<file path="src/hw/sdmp_defines.svh">
// Constants for the SDRAM memory port.
// Operation
// - One active-low select per memory row.
// - Mask lines: read output enable, write byte mask.
// - Shared 14-bit address, bits 9:0 and 12:11 inverted.
// - Only address set B drives memory.
// - Active-low write enable qualifies data writes.
// - Row strobe opens rows and precharges.
// - Column strobe performs column reads and writes.
// - Six independent clock enables; low means power-down.
// - 64-bit unterminated data bus to memory.
// - Check-bit lines carry no meaningful data.
// - Suspend drives clock enables into self-refresh.
`ifndef SDMP_DEFINES_SVH
`define SDMP_DEFINES_SVH
`define SDMP_ROWS        6
`define SDMP_ADDR_W      14
`define SDMP_DATA_W      64
`define SDMP_MASK_W      8
`define SDMP_ADDR_INV    14'h1BFF
`define SDMP_CMD_NOP     3'h7
`define SDMP_CMD_ACT     3'h3
`define SDMP_CMD_RD      3'h5
`define SDMP_CMD_WR      3'h4
`define SDMP_CMD_PRE     3'h2
`define SDMP_CMD_REF     3'h1
`define SDMP_CMD_MRS     3'h0
`define SDMP_PRE_ALL_BIT 10
`define SDMP_TRCD_CYC    2
`define SDMP_TRP_CYC     2
`define SDMP_CAS_CYC     2
`endif

</file>
<file path="src/hw/sdmp_pkg.sv">
// Types for the SDRAM memory port.
package sdmp_pkg;
  typedef enum logic [6:0] {
    SDMP_IDLE    = 7'h01,
    SDMP_ACT     = 7'h02,
    SDMP_RCD     = 7'h04,
    SDMP_COL     = 7'h08,
    SDMP_RDWAIT  = 7'h10,
    SDMP_PRE     = 7'h20,
    SDMP_SUSPEND = 7'h40
  } sdmp_state_t;

  typedef enum logic [2:0] {
    SDMP_OP_READ  = 3'h1,
    SDMP_OP_WRITE = 3'h2,
    SDMP_OP_REF   = 3'h4
  } sdmp_op_t;
endpackage

</file>
<file path="src/hw/sdmp_cmd_enc.sv">
// Command pin encoder for the SDRAM memory port.
`timescale 1ns/1ps
`default_nettype none
`include "sdmp_defines.svh"
module sdmp_cmd_enc (
  input  wire logic [2:0]              i_cmd,
  input  wire logic [`SDMP_ROWS-1:0]   i_row_onehot,
  input  wire logic [`SDMP_ADDR_W-1:0] i_addr,
  output logic      [`SDMP_ROWS-1:0]   o_row_select_n,
  output logic                         o_row_strobe_n,
  output logic                         o_col_strobe_n,
  output logic                         o_mem_write_en_n,
  output logic      [`SDMP_ADDR_W-1:0] o_addr_pins
);
  // Select low only for the rows set in i_row_onehot and only for a real command.
  always_comb begin
    o_row_select_n   = (i_cmd == `SDMP_CMD_NOP) ? {`SDMP_ROWS{1'b1}} : ~i_row_onehot;
    o_row_strobe_n   = i_cmd[2];
    o_col_strobe_n   = i_cmd[1];
    o_mem_write_en_n = i_cmd[0];
    o_addr_pins      = i_addr ^ `SDMP_ADDR_INV;
  end
endmodule
`default_nettype wire

</file>
<file path="src/hw/sdmp_port.sv">
// SDRAM memory port: sequences row, column and power commands onto the pins.
`timescale 1ns/1ps
`default_nettype none
`include "sdmp_defines.svh"
module sdmp_port #(
  parameter int ROWS = `SDMP_ROWS
) (
  input  wire logic                         I_SYS_CLK,
  input  wire logic                         I_SRST,
  input  wire logic                         I_REQ,
  input  wire logic [2:0]                   I_OP,
  input  wire logic [2:0]                   I_ROW,
  input  wire logic [1:0]                   I_BANK,
  input  wire logic [12:0]                  I_ROW_ADDR,
  input  wire logic [9:0]                   I_COL_ADDR,
  input  wire logic [`SDMP_DATA_W-1:0]      I_WDATA,
  input  wire logic [`SDMP_MASK_W-1:0]      I_WMASK,
  input  wire logic [ROWS-1:0]              I_PWR_DOWN,
  input  wire logic                         I_SUSPEND,
  input  wire logic [`SDMP_DATA_W-1:0]      I_MEM_DATA_BUS_IN,
  input  wire logic [`SDMP_MASK_W-1:0]      I_MEM_CHECK_BITS_IN,
  output logic                              O_READY,
  output logic                              O_RVALID,
  output logic      [`SDMP_DATA_W-1:0]      O_RDATA,
  output logic      [ROWS-1:0]              O_ROW_SELECT_N,
  output logic      [`SDMP_MASK_W-1:0]      O_BYTE_MASK,
  output logic      [`SDMP_ADDR_W-1:0]      O_MEM_ADDR_SET_B,
  output logic                              O_MEM_WRITE_EN_N,
  output logic                              O_ROW_STROBE_N,
  output logic                              O_COL_STROBE_N,
  output logic      [ROWS-1:0]              O_CKE,
  output logic      [`SDMP_DATA_W-1:0]      O_MEM_DATA_BUS,
  output logic                              O_MEM_DATA_BUS_OE,
  output logic      [`SDMP_MASK_W-1:0]      O_MEM_CHECK_BITS,
  output logic                              O_MEM_CHECK_BITS_OE
);
  // ------------------------------------------------------------------
  // Input synchronisers for the data pins.
  // ------------------------------------------------------------------
  logic [`SDMP_DATA_W-1:0] din_s1_reg, din_s2_reg;
  always_ff @(posedge I_SYS_CLK) begin
    din_s1_reg <= I_MEM_DATA_BUS_IN;
    din_s2_reg <= din_s1_reg;
  end

  // ------------------------------------------------------------------
  // Sequencer.
  // ------------------------------------------------------------------
  sdmp_pkg::sdmp_state_t state_reg, state_next;
  logic [2:0]              cnt_reg, cnt_next;
  logic [2:0]              op_reg, op_next;
  logic [ROWS-1:0]         rowsel_reg, rowsel_next;
  logic [1:0]              bank_reg, bank_next;
  logic [12:0]             raddr_reg, raddr_next;
  logic [9:0]              caddr_reg, caddr_next;
  logic [`SDMP_DATA_W-1:0] wdata_reg, wdata_next;
  logic [`SDMP_MASK_W-1:0] wmask_reg, wmask_next;
  logic [2:0]              cmd;
  logic [`SDMP_ADDR_W-1:0] addr_log;
  logic [`SDMP_MASK_W-1:0] mask_c;
  logic                    drive_c, rvalid_c;
  logic [ROWS-1:0]         cke_c;

  function automatic logic [ROWS-1:0] row_decode(input logic [2:0] r);
    row_decode = '0;
    for (int i = 0; i < ROWS; i++) begin
      if (r == 3'(i)) begin
        row_decode[i] = 1'b1;
      end
    end
  endfunction

  always_comb begin
    state_next  = state_reg;
    cnt_next    = cnt_reg;
    op_next     = op_reg;
    rowsel_next = rowsel_reg;
    bank_next   = bank_reg;
    raddr_next  = raddr_reg;
    caddr_next  = caddr_reg;
    wdata_next  = wdata_reg;
    wmask_next  = wmask_reg;
    cmd         = `SDMP_CMD_NOP;
    addr_log    = '0;
    mask_c      = {`SDMP_MASK_W{1'b1}};
    drive_c     = 1'b0;
    rvalid_c    = 1'b0;
    cke_c       = ~I_PWR_DOWN;
    case (state_reg)
      sdmp_pkg::SDMP_IDLE: begin
        if (I_SUSPEND) begin
          // Refresh-all with the clock enables dropping at the same edge enters self-refresh.
          cmd         = `SDMP_CMD_REF;
          cke_c       = '0;
          rowsel_next = {ROWS{1'b1}};
          state_next  = sdmp_pkg::SDMP_SUSPEND;
        end else if (I_REQ && I_OP == sdmp_pkg::SDMP_OP_REF) begin
          cmd         = `SDMP_CMD_REF;
          rowsel_next = {ROWS{1'b1}};
        end else if (I_REQ) begin
          op_next     = I_OP;
          rowsel_next = row_decode(I_ROW);
          bank_next   = I_BANK;
          raddr_next  = I_ROW_ADDR;
          caddr_next  = I_COL_ADDR;
          wdata_next  = I_WDATA;
          wmask_next  = I_WMASK;
          state_next  = sdmp_pkg::SDMP_ACT;
        end
      end
      sdmp_pkg::SDMP_ACT: begin
        cmd        = `SDMP_CMD_ACT;
        addr_log   = {1'b0, raddr_reg};
        cnt_next   = 3'(`SDMP_TRCD_CYC - 1);
        state_next = sdmp_pkg::SDMP_RCD;
      end
      sdmp_pkg::SDMP_RCD: begin
        if (cnt_reg == 3'h0) begin
          state_next = sdmp_pkg::SDMP_COL;
        end else begin
          cnt_next = cnt_reg - 3'h1;
        end
      end
      sdmp_pkg::SDMP_COL: begin
        addr_log = {bank_reg, 2'h0, caddr_reg};
        if (op_reg == sdmp_pkg::SDMP_OP_WRITE) begin
          cmd        = `SDMP_CMD_WR;
          mask_c     = wmask_reg;
          drive_c    = 1'b1;
          cnt_next   = 3'(`SDMP_TRP_CYC - 1);
          state_next = sdmp_pkg::SDMP_PRE;
        end else begin
          cmd        = `SDMP_CMD_RD;
          mask_c     = '0;
          // Read data also passes the two input synchroniser stages.
          cnt_next   = 3'(`SDMP_CAS_CYC + 2);
          state_next = sdmp_pkg::SDMP_RDWAIT;
        end
      end
      sdmp_pkg::SDMP_RDWAIT: begin
        mask_c = '0;
        if (cnt_reg == 3'h0) begin
          rvalid_c   = 1'b1;
          cnt_next   = 3'(`SDMP_TRP_CYC - 1);
          state_next = sdmp_pkg::SDMP_PRE;
        end else begin
          cnt_next = cnt_reg - 3'h1;
        end
      end
      sdmp_pkg::SDMP_PRE: begin
        if (cnt_reg == 3'h0) begin
          cmd        = `SDMP_CMD_PRE;
          addr_log   = 14'(1) << `SDMP_PRE_ALL_BIT;
          state_next = sdmp_pkg::SDMP_IDLE;
        end else begin
          cnt_next = cnt_reg - 3'h1;
        end
      end
      sdmp_pkg::SDMP_SUSPEND: begin
        cke_c = '0;
        if (!I_SUSPEND) begin
          state_next = sdmp_pkg::SDMP_IDLE;
        end
      end
      default: begin
        state_next = sdmp_pkg::SDMP_IDLE;
      end
    endcase
  end

  always_ff @(posedge I_SYS_CLK) begin
    if (I_SRST) begin
      state_reg  <= sdmp_pkg::SDMP_IDLE;
      cnt_reg    <= 3'h0;
      op_reg     <= 3'h0;
      rowsel_reg <= '0;
      bank_reg   <= 2'h0;
      raddr_reg  <= 13'h0000;
      caddr_reg  <= 10'h000;
      wdata_reg  <= '0;
      wmask_reg  <= '0;
    end else begin
      state_reg  <= state_next;
      cnt_reg    <= cnt_next;
      op_reg     <= op_next;
      rowsel_reg <= rowsel_next;
      bank_reg   <= bank_next;
      raddr_reg  <= raddr_next;
      caddr_reg  <= caddr_next;
      wdata_reg  <= wdata_next;
      wmask_reg  <= wmask_next;
    end
  end

  // ------------------------------------------------------------------
  // Pin encoding and output registers.
  // ------------------------------------------------------------------
  logic [ROWS-1:0]         sel_n_c;
  logic                    ras_n_c, cas_n_c, we_n_c;
  logic [`SDMP_ADDR_W-1:0] pins_c;
  logic [ROWS-1:0]         sel_src;

  // A refresh issued straight from idle uses all rows.
  assign sel_src = (state_reg == sdmp_pkg::SDMP_IDLE) ? {ROWS{1'b1}} : rowsel_reg;

  sdmp_cmd_enc u_enc (
    .i_cmd            (cmd),
    .i_row_onehot     (sel_src),
    .i_addr           (addr_log),
    .o_row_select_n   (sel_n_c),
    .o_row_strobe_n   (ras_n_c),
    .o_col_strobe_n   (cas_n_c),
    .o_mem_write_en_n (we_n_c),
    .o_addr_pins      (pins_c)
  );

  always_ff @(posedge I_SYS_CLK) begin
    if (I_SRST) begin
      O_ROW_SELECT_N      <= {ROWS{1'b1}};
      O_ROW_STROBE_N      <= 1'b1;
      O_COL_STROBE_N      <= 1'b1;
      O_MEM_WRITE_EN_N    <= 1'b1;
      O_MEM_ADDR_SET_B    <= `SDMP_ADDR_INV;
      O_BYTE_MASK         <= {`SDMP_MASK_W{1'b1}};
      O_CKE               <= '0;
      O_MEM_DATA_BUS      <= '0;
      O_MEM_DATA_BUS_OE   <= 1'b0;
      O_MEM_CHECK_BITS    <= '0;
      O_MEM_CHECK_BITS_OE <= 1'b0;
      O_READY             <= 1'b0;
      O_RVALID            <= 1'b0;
      O_RDATA             <= '0;
    end else begin
      O_ROW_SELECT_N      <= sel_n_c;
      O_ROW_STROBE_N      <= ras_n_c;
      O_COL_STROBE_N      <= cas_n_c;
      O_MEM_WRITE_EN_N    <= we_n_c;
      O_MEM_ADDR_SET_B    <= pins_c;
      O_BYTE_MASK         <= mask_c;
      O_CKE               <= cke_c;
      O_MEM_DATA_BUS      <= drive_c ? wdata_reg : '0;
      O_MEM_DATA_BUS_OE   <= drive_c;
      O_MEM_CHECK_BITS    <= '0;
      O_MEM_CHECK_BITS_OE <= 1'b0;
      O_READY             <= (state_next == sdmp_pkg::SDMP_IDLE) && !I_SUSPEND;
      O_RVALID            <= rvalid_c;
      O_RDATA             <= rvalid_c ? din_s2_reg : O_RDATA;
    end
  end
endmodule
`default_nettype wire

</file>
<file path="config.mk">
export PLATFORM = sky130hd
export DESIGN_NAME = sdmp_port
export DESIGN_NICKNAME = d
export VERILOG_FILES = /design/src/hw/sdmp_pkg.sv /design/src/hw/sdmp_cmd_enc.sv /design/src/hw/sdmp_port.sv
export VERILOG_INCLUDE_DIRS = /design/src /design/src/hw
export SDC_FILE = /design/constraint.sdc
export NUM_CORES = 1
export LEC_CHECK = 0
export BUFFER_PORTS_ARGS = -buffer_cell sky130_fd_sc_hd__buf_2
export CORE_MARGIN = 5
export CORE_UTILIZATION = 40
export DETAILED_ROUTE_END_ITERATION = 6
export SYNTH_ARGS = -nofsm -noshare
export SYNTH_HDL_FRONTEND = slang
export SYNTH_SLANG_ARGS = --single-unit
</file>
<file path="constraint.sdc">
create_clock -name I_SYS_CLK -period 2.5 [get_ports I_SYS_CLK]
set_input_delay 0.25 -clock I_SYS_CLK [delete_from_list [all_inputs] [get_ports I_SYS_CLK]]
set_output_delay 0.25 -clock I_SYS_CLK [all_outputs]
set_load 0.01 [all_outputs]
</file>
==> results of run 1 <==
synthesized netlist by cell type (all sizes together), types with 3 or more instances:
cell	count
clkbuf	35
or3	3
nor3	16
nor4b	3
dfxtp	412
o21ai	10
nand2	332
nor3b	4
inv	6
a21oi	170
nor2b	4
nand3	4
buf	55
or2	13
a21o	8
and2	66
nor4	3
nor2	30
nand2b	3
xor2	4
o22ai	3
a31oi	4
a22oi	11
and3	4
critical path, stage by stage, from the launching register on:
cell      delay (ns)
dfxtp_1         0.46
or3_1           0.46
nor4_2          0.42
nor3_1          0.11
a21boi_1        0.39
o21ai_0         0.15
power by group through the flow:
stage	clock network, mW	logic [mW]	registers [mW]
floorplan	0	0.381	7.04
global placement	0	0.654	7.04
detailed placement	0	0.664	7.05
CTS	6.08	0.871	6.91
global route	6.38	0.961	6.93
finish	5.93	0.873	6.91
final cells by class:
cell class	instances	area (sq um)
fill	2610	13200
multi-input combinational	733	3570
timing repair buffer	527	3620
tap	396	495
sequential	412	8250
clock buffer	57	1150
inverter	6	22.5
clock inverter	16	166
cell usage in the layout (no fill, tap or decap), types with 3 or more instances in the layout:
| cell type | count |
|---|---|
| clkbuf_16 | 42 |
| clkinv_2 | 6 |
| nor2_1 | 29 |
| clkinvlp_4 | 3 |
| and2_1 | 65 |
| inv_1 | 6 |
| clkbuf_8 | 4 |
| inv_6 | 3 |
| dfxtp_1 | 412 |
| o21ai_0 | 10 |
| nor2b_1 | 4 |
| a21o_1 | 8 |
| nand2b_1 | 3 |
| a21oi_1 | 170 |
| nor3_1 | 13 |
| buf_2 | 343 |
| buf_12 | 8 |
| buf_4 | 8 |
| conb_1 | 9 |
| clkbuf_1 | 11 |
| dlygate4sd3_1 | 167 |
| and3_1 | 4 |
| nor4b_1 | 3 |
| o22ai_1 | 3 |
| nor3b_1 | 4 |
| a31oi_1 | 4 |
| or2_2 | 13 |
| nand2_1 | 331 |
| xor2_1 | 4 |
| nand3_1 | 4 |
| a22oi_1 | 11 |
per-layer routing:
layer,track usage,share of wire,up-vias
met5,0,0.0013,-
met4,0.0455,0.021,8
met3,0.0634,0.096,67
met2,0.303,0.47,337
met1,0.220,0.41,4523
li1,-,-,4938
per-stage QoR:
step	area [sq um]	std cells	setup WS (ns)	power, mW	utilization
floorplan	12300	1241	0.712	7.42	-
global placement	14300	1907	0.396	7.69	0.470
detailed placement	14300	1907	0.360	7.72	0.470
CTS	17300	2147	0.346	13.9	0.568
global route	17300	2147	0.134	14.3	0.568
finish	17300	2147	0.369	13.7	0.568
worst max-delay path by stage:
stage | slack (ns) | start | endpoint
2_1_floorplan | 0.71 | state_reg[4]$_SDFF_PP0_ | caddr_reg[0]$_SDFFE_PP0P_
3_3_place_gp | 0.40 | state_reg[2]$_SDFF_PP0_ | O_ROW_SELECT_N[4]$_SDFF_PP1_
3_5_place_dp | 0.36 | state_reg[2]$_SDFF_PP0_ | O_ROW_SELECT_N[0]$_SDFF_PP1_
4_1_cts | 0.35 | state_reg[2]$_SDFF_PP0_ | O_ROW_SELECT_N[0]$_SDFF_PP1_
5_1_grt | 0.13 | state_reg[5]$_SDFF_PP0_ | O_ROW_SELECT_N[4]$_SDFF_PP1_
6_report | 0.37 | state_reg[2]$_SDFF_PP0_ | O_ROW_SELECT_N[0]$_SDFF_PP1_
kinds of logic after synthesis:
| group | synth area share |
|---|---|
| buffers and inverters | 0.0413 |
| AO/OA/AOI/OAI | 0.0999 |
| other | 0.000305 |
| AND/OR/NAND/NOR | 0.182 |
| flip-flops | 0.671 |
| XOR/XNOR | 0.00356 |
| adder cells (fa/ha/maj) | 0.00204 |
==> results by group, run 1 <==
Drt
  • Routed WL: 32400 microns
  • Via density: 4.60
  • Detail Route Antenna Nets: 0
  • Drt pass-1 iters: 5
  • Drt initial violations: 343
  • Via Count: 9873
  • WL per Instance: 15.1 microns
  • Post-route DRC: 0

Final layout
  • # diodes: 0
  • Area growth, synth to finish: 40.6%
  • Nets: 1909
  • Share of cells above drive strength 1: 0.254

Critical path
  • Kind of critical path: reg2reg
  • FF-to-FF setup slack: 0.37 ns
  • Arrival @ worst endpoint: 2.51 ns
  • Worst r2r path cells: 5
  • Crit Path Max Fanout: 13
  • Required time worst endpoint: 2.88 ns
  • Crit Reg-Reg Startpoint: state_reg[2]$_SDFF_PP0_
  • Critical path capture point type: flip-flop
  • CP startpoint kind: flip-flop
  • Critical R2R Capture: O_ROW_SELECT_N[0]$_SDFF_PP1_

Logic synthesis
  • Synth cell types: 51
  • Register area share after synthesis: 0.671
  • Top-area cell type share of the netlist area: 0.671
  • Syn avg cell area: 9.96 sq um
  • Yosys reg bits: 412
  • Synth warnings: 0
  • Synth Cell Area: 12300 sq um
  • Synth area leader: dfxtp_1
  • Fraction of registers with async set/reset: 0
  • Cells after Synth: 1233
  • Number of synthesized flops with an enable pin: 0
  • Area contributors post-synth: dfxtp_1 (67%), nand2_1 (10%), a21oi_1 (6.9%), and2_1 (3.4%), buf_2 (1.4%)
  • Synth Flop Type: dfxtp_1

Floorplan
  • Core Area: 30400 sq um
  • I/O Pins: 362
  • Die area: 34300 sq um
  • Die boundary width: 185 microns
  • Die height: 185 microns
  • Row Count: 64
  • Initial Utilization: 0.404

Status
  • Outcome: finished, final reports clean

CTS
  • Clock Latency Late Sink: 0.53 ns
  • Clk slew on worst S/H paths: 0.06 ns
  • Clock Tree Root: clkbuf_16
  • Post-CTS Setup Inserts: 0
  • Sink Count: 412
  • Post-cts sizing count: 0
  • CTS HTree Levels: 2
  • Inserted Clock Buffers: 42
  • CTS Hold Buffers Added: 167
  • CTS tree: yes
  • Clock buffer depth: 3

STA
  • Final hold vios: 0
  • Final min period: 2.13 ns
  • Slew Limit Headroom: 0.467
  • RSZ-0062 raised after global routing: false
  • Final setup viols: 0
  • Fin. max-slew vios: 0
  • Final period util: 0.852
  • Slew @ Worst Pin: 0.799 ns
  • Hold WS: 0.0249 ns
  • Total negative slack: 0 ns
  • Post-route clock skew: 0.0196 ns
  • F_max: 0.469 GHz

Hold path
  • Worst hold path class: in2reg
  • Hold EP: bank_reg[0]$_SDFFE_PP0P_
  • Worst Hold Depth: 3
  • Min-delay src: I_BANK[0]

Power
  • Switching share of power: 0.219
  • Internal power: 10.7 mW
  • Worst VDD drop: 0.641 mV
  • Comb pwr share: 0.064
  • Clock Power Share: 0.432
  • Sequential share of power: 0.504
  • Leakage: 7.35 nW
  • Sw Pwr: 3.00 mW
  • Power Density: 793 nW/um^2

Global routing
  • First-pass GRT wire length: 50100 microns
  • Largest net degree at the start of global routing: 81
  • Vias in the first global route: 9887
  • Global route overflow: 0
  • Tot GR Track Use: 0.179
  • Initial antenna violation count: 4

Job
  • Max Cap Violations: 0

Placed design
  • HPWL Detailed: 20300 microns
  • Placer Congestion: 0.806
  • Input/output buffers: 344
Note: power is estimated with default switching activity, not from simulation.
==> run 2: changes to the inputs <==
Settings changed: PLACE_DENSITY from default to 0.76.
==> run 2 against run 1 <==
- power up 0.40%
- critical path depth unchanged
- global-route usage up 1.8 points
- routed wire length up 9.6%
- register-to-register slack worse by 0.07 ns
- sequential power about the same
- cell area about the same
- worst hold slack better by 0.0037 ns
==> results by group, run 2 (synthesis gave the netlist of run 1 again) <==
Final layout
  • Share of cells above drive strength 1: 0.256 (was 0.254)
  • Multi-input gate area: 3570 sq um (unchanged)
  • Area growth, synth to finish: 40.7% (was 40.6%)
  • Final Cell Area: 17300 sq um (about the same)
  • Nets: 1910 (was 1909)
  • Fill cell count: 2383 (was 2610)
  • Most common cell after layout, fill and taps aside: dfxtp_1 (unchanged)
  • Most frequent cells in the layout: dfxtp_1 (412), buf_2 (343), nand2_1 (331) (unchanged)
  • FF/Latch Area: 8250 sq um (unchanged)

Critical path
  • Slowest stage delay, CP: 0.47 ns (was 0.46 ns)
  • Crit path max-delay family: simple AND/OR/NAND/NOR gates (unchanged)
  • Kind of critical path: reg2reg (unchanged)
  • FF-to-FF setup slack: 0.30 ns (was 0.37 ns)
  • Crit Path Max Fanout: 12 (was 13)
  • Crit path launch: state_reg[5]$_SDFF_PP0_ (was state_reg[2]$_SDFF_PP0_)
  • Worst r2r path cells: 5 (unchanged)
  • Required time worst endpoint: 2.87 ns (was 2.88 ns)
  • CP Capture Point: O_ROW_SELECT_N[0]$_SDFF_PP1_ (unchanged)
  • Worst path buffer plus inverter count: 0 (unchanged)
  • Crit Reg-Reg Startpoint: state_reg[5]$_SDFF_PP0_ (was state_reg[2]$_SDFF_PP0_)
  • Cell Chain, Critical Path: nor3_4 > and3_1 > nor3_1 > a21boi_1 > o21ai_0 (was or3_1 > nor4_2 > nor3_1 > a21boi_1 > o21ai_0)
  • Crit-path slowest cell: a21boi_1 (was dfxtp_1)
  • Critical path capture point type: flip-flop (unchanged)
  • Critical R2R Capture: O_ROW_SELECT_N[0]$_SDFF_PP1_ (unchanged)
  • Arrival @ worst endpoint: 2.57 ns (was 2.51 ns)
  • Worst path depth: 5 (unchanged)
  • CP startpoint kind: flip-flop (unchanged)

CTS
  • Inserted Clock Buffers: 40 (was 42)
  • Clock Latency Late Sink: 0.53 ns (about the same)
  • Sink Count: 412 (unchanged)
  • Clk slew on worst S/H paths: 0.06 ns (about the same)
  • CTS tree: yes (unchanged)
  • Clock buffer depth: 3 (unchanged)
  • Clock Tree Root: clkbuf_16 (unchanged)
  • CTS HTree Levels: 2 (unchanged)
  • Post-cts sizing count: 0 (unchanged)

Floorplan
  • Die height: 185 microns (unchanged)
  • Row Count: 64 (unchanged)
  • Initial Utilization: 0.404 (unchanged)
  • I/O Pins: 362 (unchanged)
  • Core Area: 30400 sq um (unchanged)
  • Die boundary width: 185 microns (unchanged)
  • Die area: 34300 sq um (unchanged)

Placed design
  • Placer Congestion: 0.924 (was 0.806)
  • Input/output buffers: 344 (unchanged)
  • HPWL Detailed: 20500 microns (was 20300 microns)
  • Placed inst area: 14300 sq um (about the same)
  • DP Worst Slack: 0.357 ns (was 0.360 ns)

Drt
  • Via density: 4.82 (was 4.60)
  • Drt pass-1 iters: 4 (was 5)
  • WL per Instance: 16.5 microns (was 15.1 microns)
  • Via Count: 10400 (was 9873)
  • Drt initial violations: 481 (was 343)
  • Detail Route Antenna Nets: 0 (unchanged)
  • Routed WL: 35500 microns (was 32400 microns)
  • Post-route DRC: 0 (unchanged)

Power
  • Power Density: 796 nW/um^2 (was 793 nW/um^2)
  • Leakage: 7.37 nW (was 7.35 nW)
  • Worst VDD drop: 0.674 mV (was 0.641 mV)

STA
  • Slew Limit Headroom: 0.341 (was 0.467)
  • Fin. max-slew vios: 0 (unchanged)
  • Final period util: 0.881 (was 0.852)
  • Post-route clock skew: 0.0114 ns (was 0.0196 ns)
  • Final setup viols: 0 (unchanged)
  • Setup WS post-layout: 0.297 ns (was 0.369 ns)
  • Final hold vios: 0 (unchanged)
  • Total negative slack: 0 ns (unchanged)
  • Slew @ Worst Pin: 0.987 ns (was 0.799 ns)
  • F_max: 0.454 GHz (was 0.469 GHz)
  • RSZ-0062 raised after global routing: false (unchanged)
  • Final min period: 2.20 ns (was 2.13 ns)

Global routing
  • Tot GR Track Use: 0.197 (was 0.179)
  • First-pass GRT wire length: 54900 microns (was 50100 microns)
  • Vias in the first global route: 10700 (was 9887)
  • Initial antenna violation count: 4 (unchanged)
  • Largest net degree at the start of global routing: 103 (was 81)
  • Global route overflow: 0 (unchanged)

Status
  • Outcome: finished, final reports clean (unchanged)

Hold path
  • Worst hold path class: in2reg (unchanged)

Job
  • Max Cap Violations: 0 (unchanged)
run 2: cell types whose count changed in the layout (fill, tap and decap cells not counted), sizes merged:
cell         before  now
diode             0    3
clkinv            7    9
clkinvlp          3    1
dlygate4sd3     167  169
buf             360  361
clkbuf           57   56
inv              10    9
run 2: worst min path at each step:
stage / from / endpoint / slack [ns] / cells after the start
after global routing: I_WDATA[49] / wdata_reg[49]$_SDFFE_PP0P_ / 0.007 / 3
after global placement: din_s1_reg[63]$_DFF_P_ / din_s2_reg[63]$_DFF_P_ / 0.31 / 0
after detailed placement: din_s1_reg[21]$_DFF_P_ / din_s2_reg[21]$_DFF_P_ / 0.31 / 0
after floorplan: I_MEM_DATA_BUS_IN[0] / din_s1_reg[0]$_DFF_P_ / 0.28 / 0
after CTS: I_WDATA[49] / wdata_reg[49]$_SDFFE_PP0P_ / 0.02 / 3
final: I_WDATA[49] / wdata_reg[49]$_SDFFE_PP0P_ / 0.03 / 3
run 2: layer usage:
layer | routed length [microns] | vias to the layer above | global-route usage
met2 | 17400 | 485 | 0.346
met1 | 13300 | 4817 | 0.221
met5 | 27 | - | 0
met3 | 3450 | 107 | 0.0630
li1 | - | 4955 | -
met4 | 1370 | 4 | 0.0816
run 2: report_power, final:
group	internal, mW	switching, mW	leakage (nW)
registers	6.82	0.105	3.38
clock network	3.47	2.49	0.653
logic	0.435	0.443	3.34
run 2: cell type report:
cell class	instances	area share
well taps	396	0.0287
clock inverters	15	0.00912
inverters	6	0.00130
flip-flops and latches	412	0.477
clock buffers	56	0.0672
multi-input cells	733	0.207
diodes	3	0.000434
repair buffers	530	0.210
run 2: worst register-to-register path, delay by kind of cell (launching register included):
kind / cells / cell delay [ns]
AND/OR/NAND/NOR: 3 / 0.92
AO/OA/AOI/OAI: 2 / 0.67
flip-flops: 1 / 0.45
run 2: stage by stage:
stage	total power, mW	utilization	hold slack (ns)	instances
after floorplan	7.42	-	0.278	1241
after global placement	7.68	0.469	0.310	1908
after detailed placement	7.71	0.469	0.312	1908
after CTS	13.9	0.568	0.0167	2148
after global routing	14.3	0.568	0.00695	2150
final	13.8	0.568	0.0286	2151
run 2: repair_timing:
action,CTS,global route
hold endpoints to repair,169,0
setup buffers,0,0
hold buffers,169,0
==> run 3: changes to the inputs <==
Settings changed: PLACE_DENSITY 0.76 to 0.66.
==> run 3 against run 2 <==
- worst hold slack improved by 0.0030 ns
- critical path depth rose by 1
- power increased by 1.5%
- global-route usage shrank 1.1 points
- first-iteration DRC count up 19%
- clock skew grew 0.0080 ns
- register-to-register slack got worse by 0.05 ns
- clock power rose by 3.9%
- routed wire length decreased by 6.0%
- critical path type unchanged
- critical endpoint is now O_RDATA[2]$_SDFFE_PP0P_
- largest power group unchanged
==> results by group, run 3 (synthesis gave the netlist of run 1 again) <==
Status
  • Outcome: finished, final reports clean (unchanged)

Critical path
  • CP startpoint kind: flip-flop (unchanged)
  • Arrival @ worst endpoint: 2.71 ns (was 2.57 ns)
  • Worst r2r path cells: 6 (was 5)
  • Kind of critical path: reg2reg (unchanged)
  • FF-to-FF setup slack: 0.24 ns (was 0.30 ns)
  • Critical path capture point type: flip-flop (unchanged)
  • Crit Path Max Fanout: 20 (was 12)
  • Required time worst endpoint: 2.95 ns (was 2.87 ns)
  • Critical R2R Capture: O_RDATA[2]$_SDFFE_PP0P_ (was O_ROW_SELECT_N[0]$_SDFF_PP1_)
  • Crit Reg-Reg Startpoint: state_reg[2]$_SDFF_PP0_ (was state_reg[5]$_SDFF_PP0_)

Placed design
  • Input/output buffers: 344 (unchanged)
  • DP Worst Slack: 0.289 ns (was 0.357 ns)
  • HPWL Detailed: 20400 microns (was 20500 microns)
  • Placer Congestion: 0.819 (was 0.924)

STA
  • Slew Limit Headroom: 0.414 (was 0.341)
  • Setup WS post-layout: 0.244 ns (was 0.297 ns)
  • Fin. max-slew vios: 0 (unchanged)
  • Final period util: 0.903 (was 0.881)
  • Final setup viols: 0 (unchanged)
  • Final min period: 2.26 ns (was 2.20 ns)
  • Post-route clock skew: 0.0194 ns (was 0.0114 ns)
  • RSZ-0062 raised after global routing: false (unchanged)
  • Final hold vios: 0 (unchanged)
  • Total negative slack: 0 ns (unchanged)
  • Slew @ Worst Pin: 0.877 ns (was 0.987 ns)
  • F_max: 0.443 GHz (was 0.454 GHz)

Floorplan
  • Initial Utilization: 0.404 (unchanged)
  • I/O Pins: 362 (unchanged)
  • Die boundary width: 185 microns (unchanged)
  • Die height: 185 microns (unchanged)
  • Row Count: 64 (unchanged)
  • Core Area: 30400 sq um (unchanged)
  • Die area: 34300 sq um (unchanged)

Global routing
  • Initial antenna violation count: 3 (was 4)
  • Global route overflow: 0 (unchanged)
  • Vias in the first global route: 10100 (was 10700)
  • Largest net degree at the start of global routing: 101 (was 103)
  • Tot GR Track Use: 0.186 (was 0.197)
  • First-pass GRT wire length: 52000 microns (was 54900 microns)

Hold path
  • Worst Hold Depth: 2 (was 3)
  • Min-delay src: I_SUSPEND (was I_WDATA[49])
  • Hold EP: O_READY$_SDFF_PP0_ (was wdata_reg[49]$_SDFFE_PP0P_)
  • Worst hold path class: in2reg (unchanged)

Final layout
  • Most common cell after layout, fill and taps aside: dfxtp_1 (unchanged)
  • Fin util: 0.571 (was 0.568)
  • Most frequent cells in the layout: dfxtp_1 (412), buf_2 (343), nand2_1 (331) (unchanged)
  • Nets: 1913 (was 1910)
  • Share of cells above drive strength 1: 0.258 (was 0.256)
  • Area growth, synth to finish: 41.4% (was 40.7%)
  • Fill cell count: 2564 (was 2383)

CTS
  • Post-CTS Setup Inserts: 0 (unchanged)
  • Clock buffer depth: 3 (unchanged)
  • Inserted Clock Buffers: 42 (was 40)
  • CTS tree: yes (unchanged)
  • CTS HTree Levels: 2 (unchanged)
  • Clk slew on worst S/H paths: 0.06 ns (about the same)
  • Clock Tree Root: clkbuf_16 (unchanged)
  • Clock Latency Late Sink: 0.53 ns (about the same)
  • Sink Count: 412 (unchanged)

Power
  • Worst VDD drop: 0.590 mV (was 0.674 mV)
  • Leakage: 7.41 nW (was 7.37 nW)
  • Power Density: 804 nW/um^2 (was 796 nW/um^2)

Drt
  • Post-route DRC: 0 (unchanged)
  • Via density: 4.68 (was 4.82)
  • WL per Instance: 15.5 microns (was 16.5 microns)
  • Routed WL: 33400 microns (was 35500 microns)
  • Detail Route Antenna Nets: 0 (unchanged)
  • Via Count: 10100 (was 10400)
  • Drt initial violations: 574 (was 481)
  • Drt pass-1 iters: 5 (was 4)

Job
  • Max Cap Violations: 0 (unchanged)
==> run 3: cell types whose count changed in the layout (fill, tap and decap cells not counted) <==
| cell | change |
|---|---|
| diode_2 | -2 |
| clkinvlp_4 | +2 |
| clkbuf_16 | +3 |
| bufinv_16 | +1 |
| buf_12 | +1 |
| clkinv_4 | +1 |
| clkinv_8 | -1 |
| clkinv_2 | +2 |
| clkbuf_1 | -1 |
| inv_6 | -2 |
| clkbuf_8 | -4 |
| inv_16 | +1 |
==> run 3: critical path: stages (launching register included) <==
cell	delay, ns
dfxtp_1	0.47
nor3_1	0.36
and3_1	0.32
and2_2	0.53
buf_4	0.25
nand2_1	0.07
a21oi_1	0.16
==> run 3: layer usage <==
metal / track usage / wire (microns)
met1: 0.227 / 13600
met2: 0.324 / 16100
met3: 0.0560 / 3040
met4: 0.0446 / 658
met5: 0 / 25
==> run 3: worst max-delay path by stage <==
stage	start	endpoint	cells after the start
6_report	state_reg[2]$_SDFF_PP0_	O_RDATA[2]$_SDFFE_PP0P_	6
2_1_floorplan	state_reg[4]$_SDFF_PP0_	caddr_reg[0]$_SDFFE_PP0P_	9
5_1_grt	state_reg[2]$_SDFF_PP0_	O_RDATA[54]$_SDFFE_PP0P_	6
3_5_place_dp	state_reg[2]$_SDFF_PP0_	O_RDATA[51]$_SDFFE_PP0P_	6
4_1_cts	state_reg[2]$_SDFF_PP0_	O_RDATA[58]$_SDFFE_PP0P_	6
3_3_place_gp	state_reg[2]$_SDFF_PP0_	O_RDATA[18]$_SDFFE_PP0P_	6
==> run 3: where the power goes <==
part / total (mW) / internal (mW) / switching [mW]
logic: 0.864 / 0.433 / 0.431
registers: 6.91 / 6.82 / 0.0978
clock network: 6.19 / 3.66 / 2.54
==> run 3: timing repair <==
action | 4_1_cts | 5_1_grt
hold buffers | 169 | 0
endpoints found under the setup margin | 0 | 0
resized for setup | 0 | 0
hold endpoints to repair | 169 | 0
==> run 3: final cells by class <==
type                       instances  area [sq um]  share of cell area
inverter                           6          22.5             0.00130
tap                              396           495              0.0285
antenna                            1          2.50            0.000144
clock buffer                      54          1180              0.0678
timing repair buffer             531          3640               0.210
multi-input combinational        733          3570               0.206
sequential                       412          8250               0.475
clock inverter                    19           208              0.0120
==> run 3: stage by stage <==
| stage | area [sq um] | hold WS (ns) | power [mW] | instances |
|---|---|---|---|---|
| global placement | 14300 | 0.310 | 7.69 | 1909 |
| finish | 17400 | 0.0316 | 14.0 | 2152 |
| floorplan | 12300 | 0.278 | 7.42 | 1241 |
| detailed placement | 14300 | 0.312 | 7.70 | 1909 |
| CTS | 17400 | 0.0166 | 14.1 | 2151 |
| global route | 17400 | 0.0223 | 14.6 | 2152 |
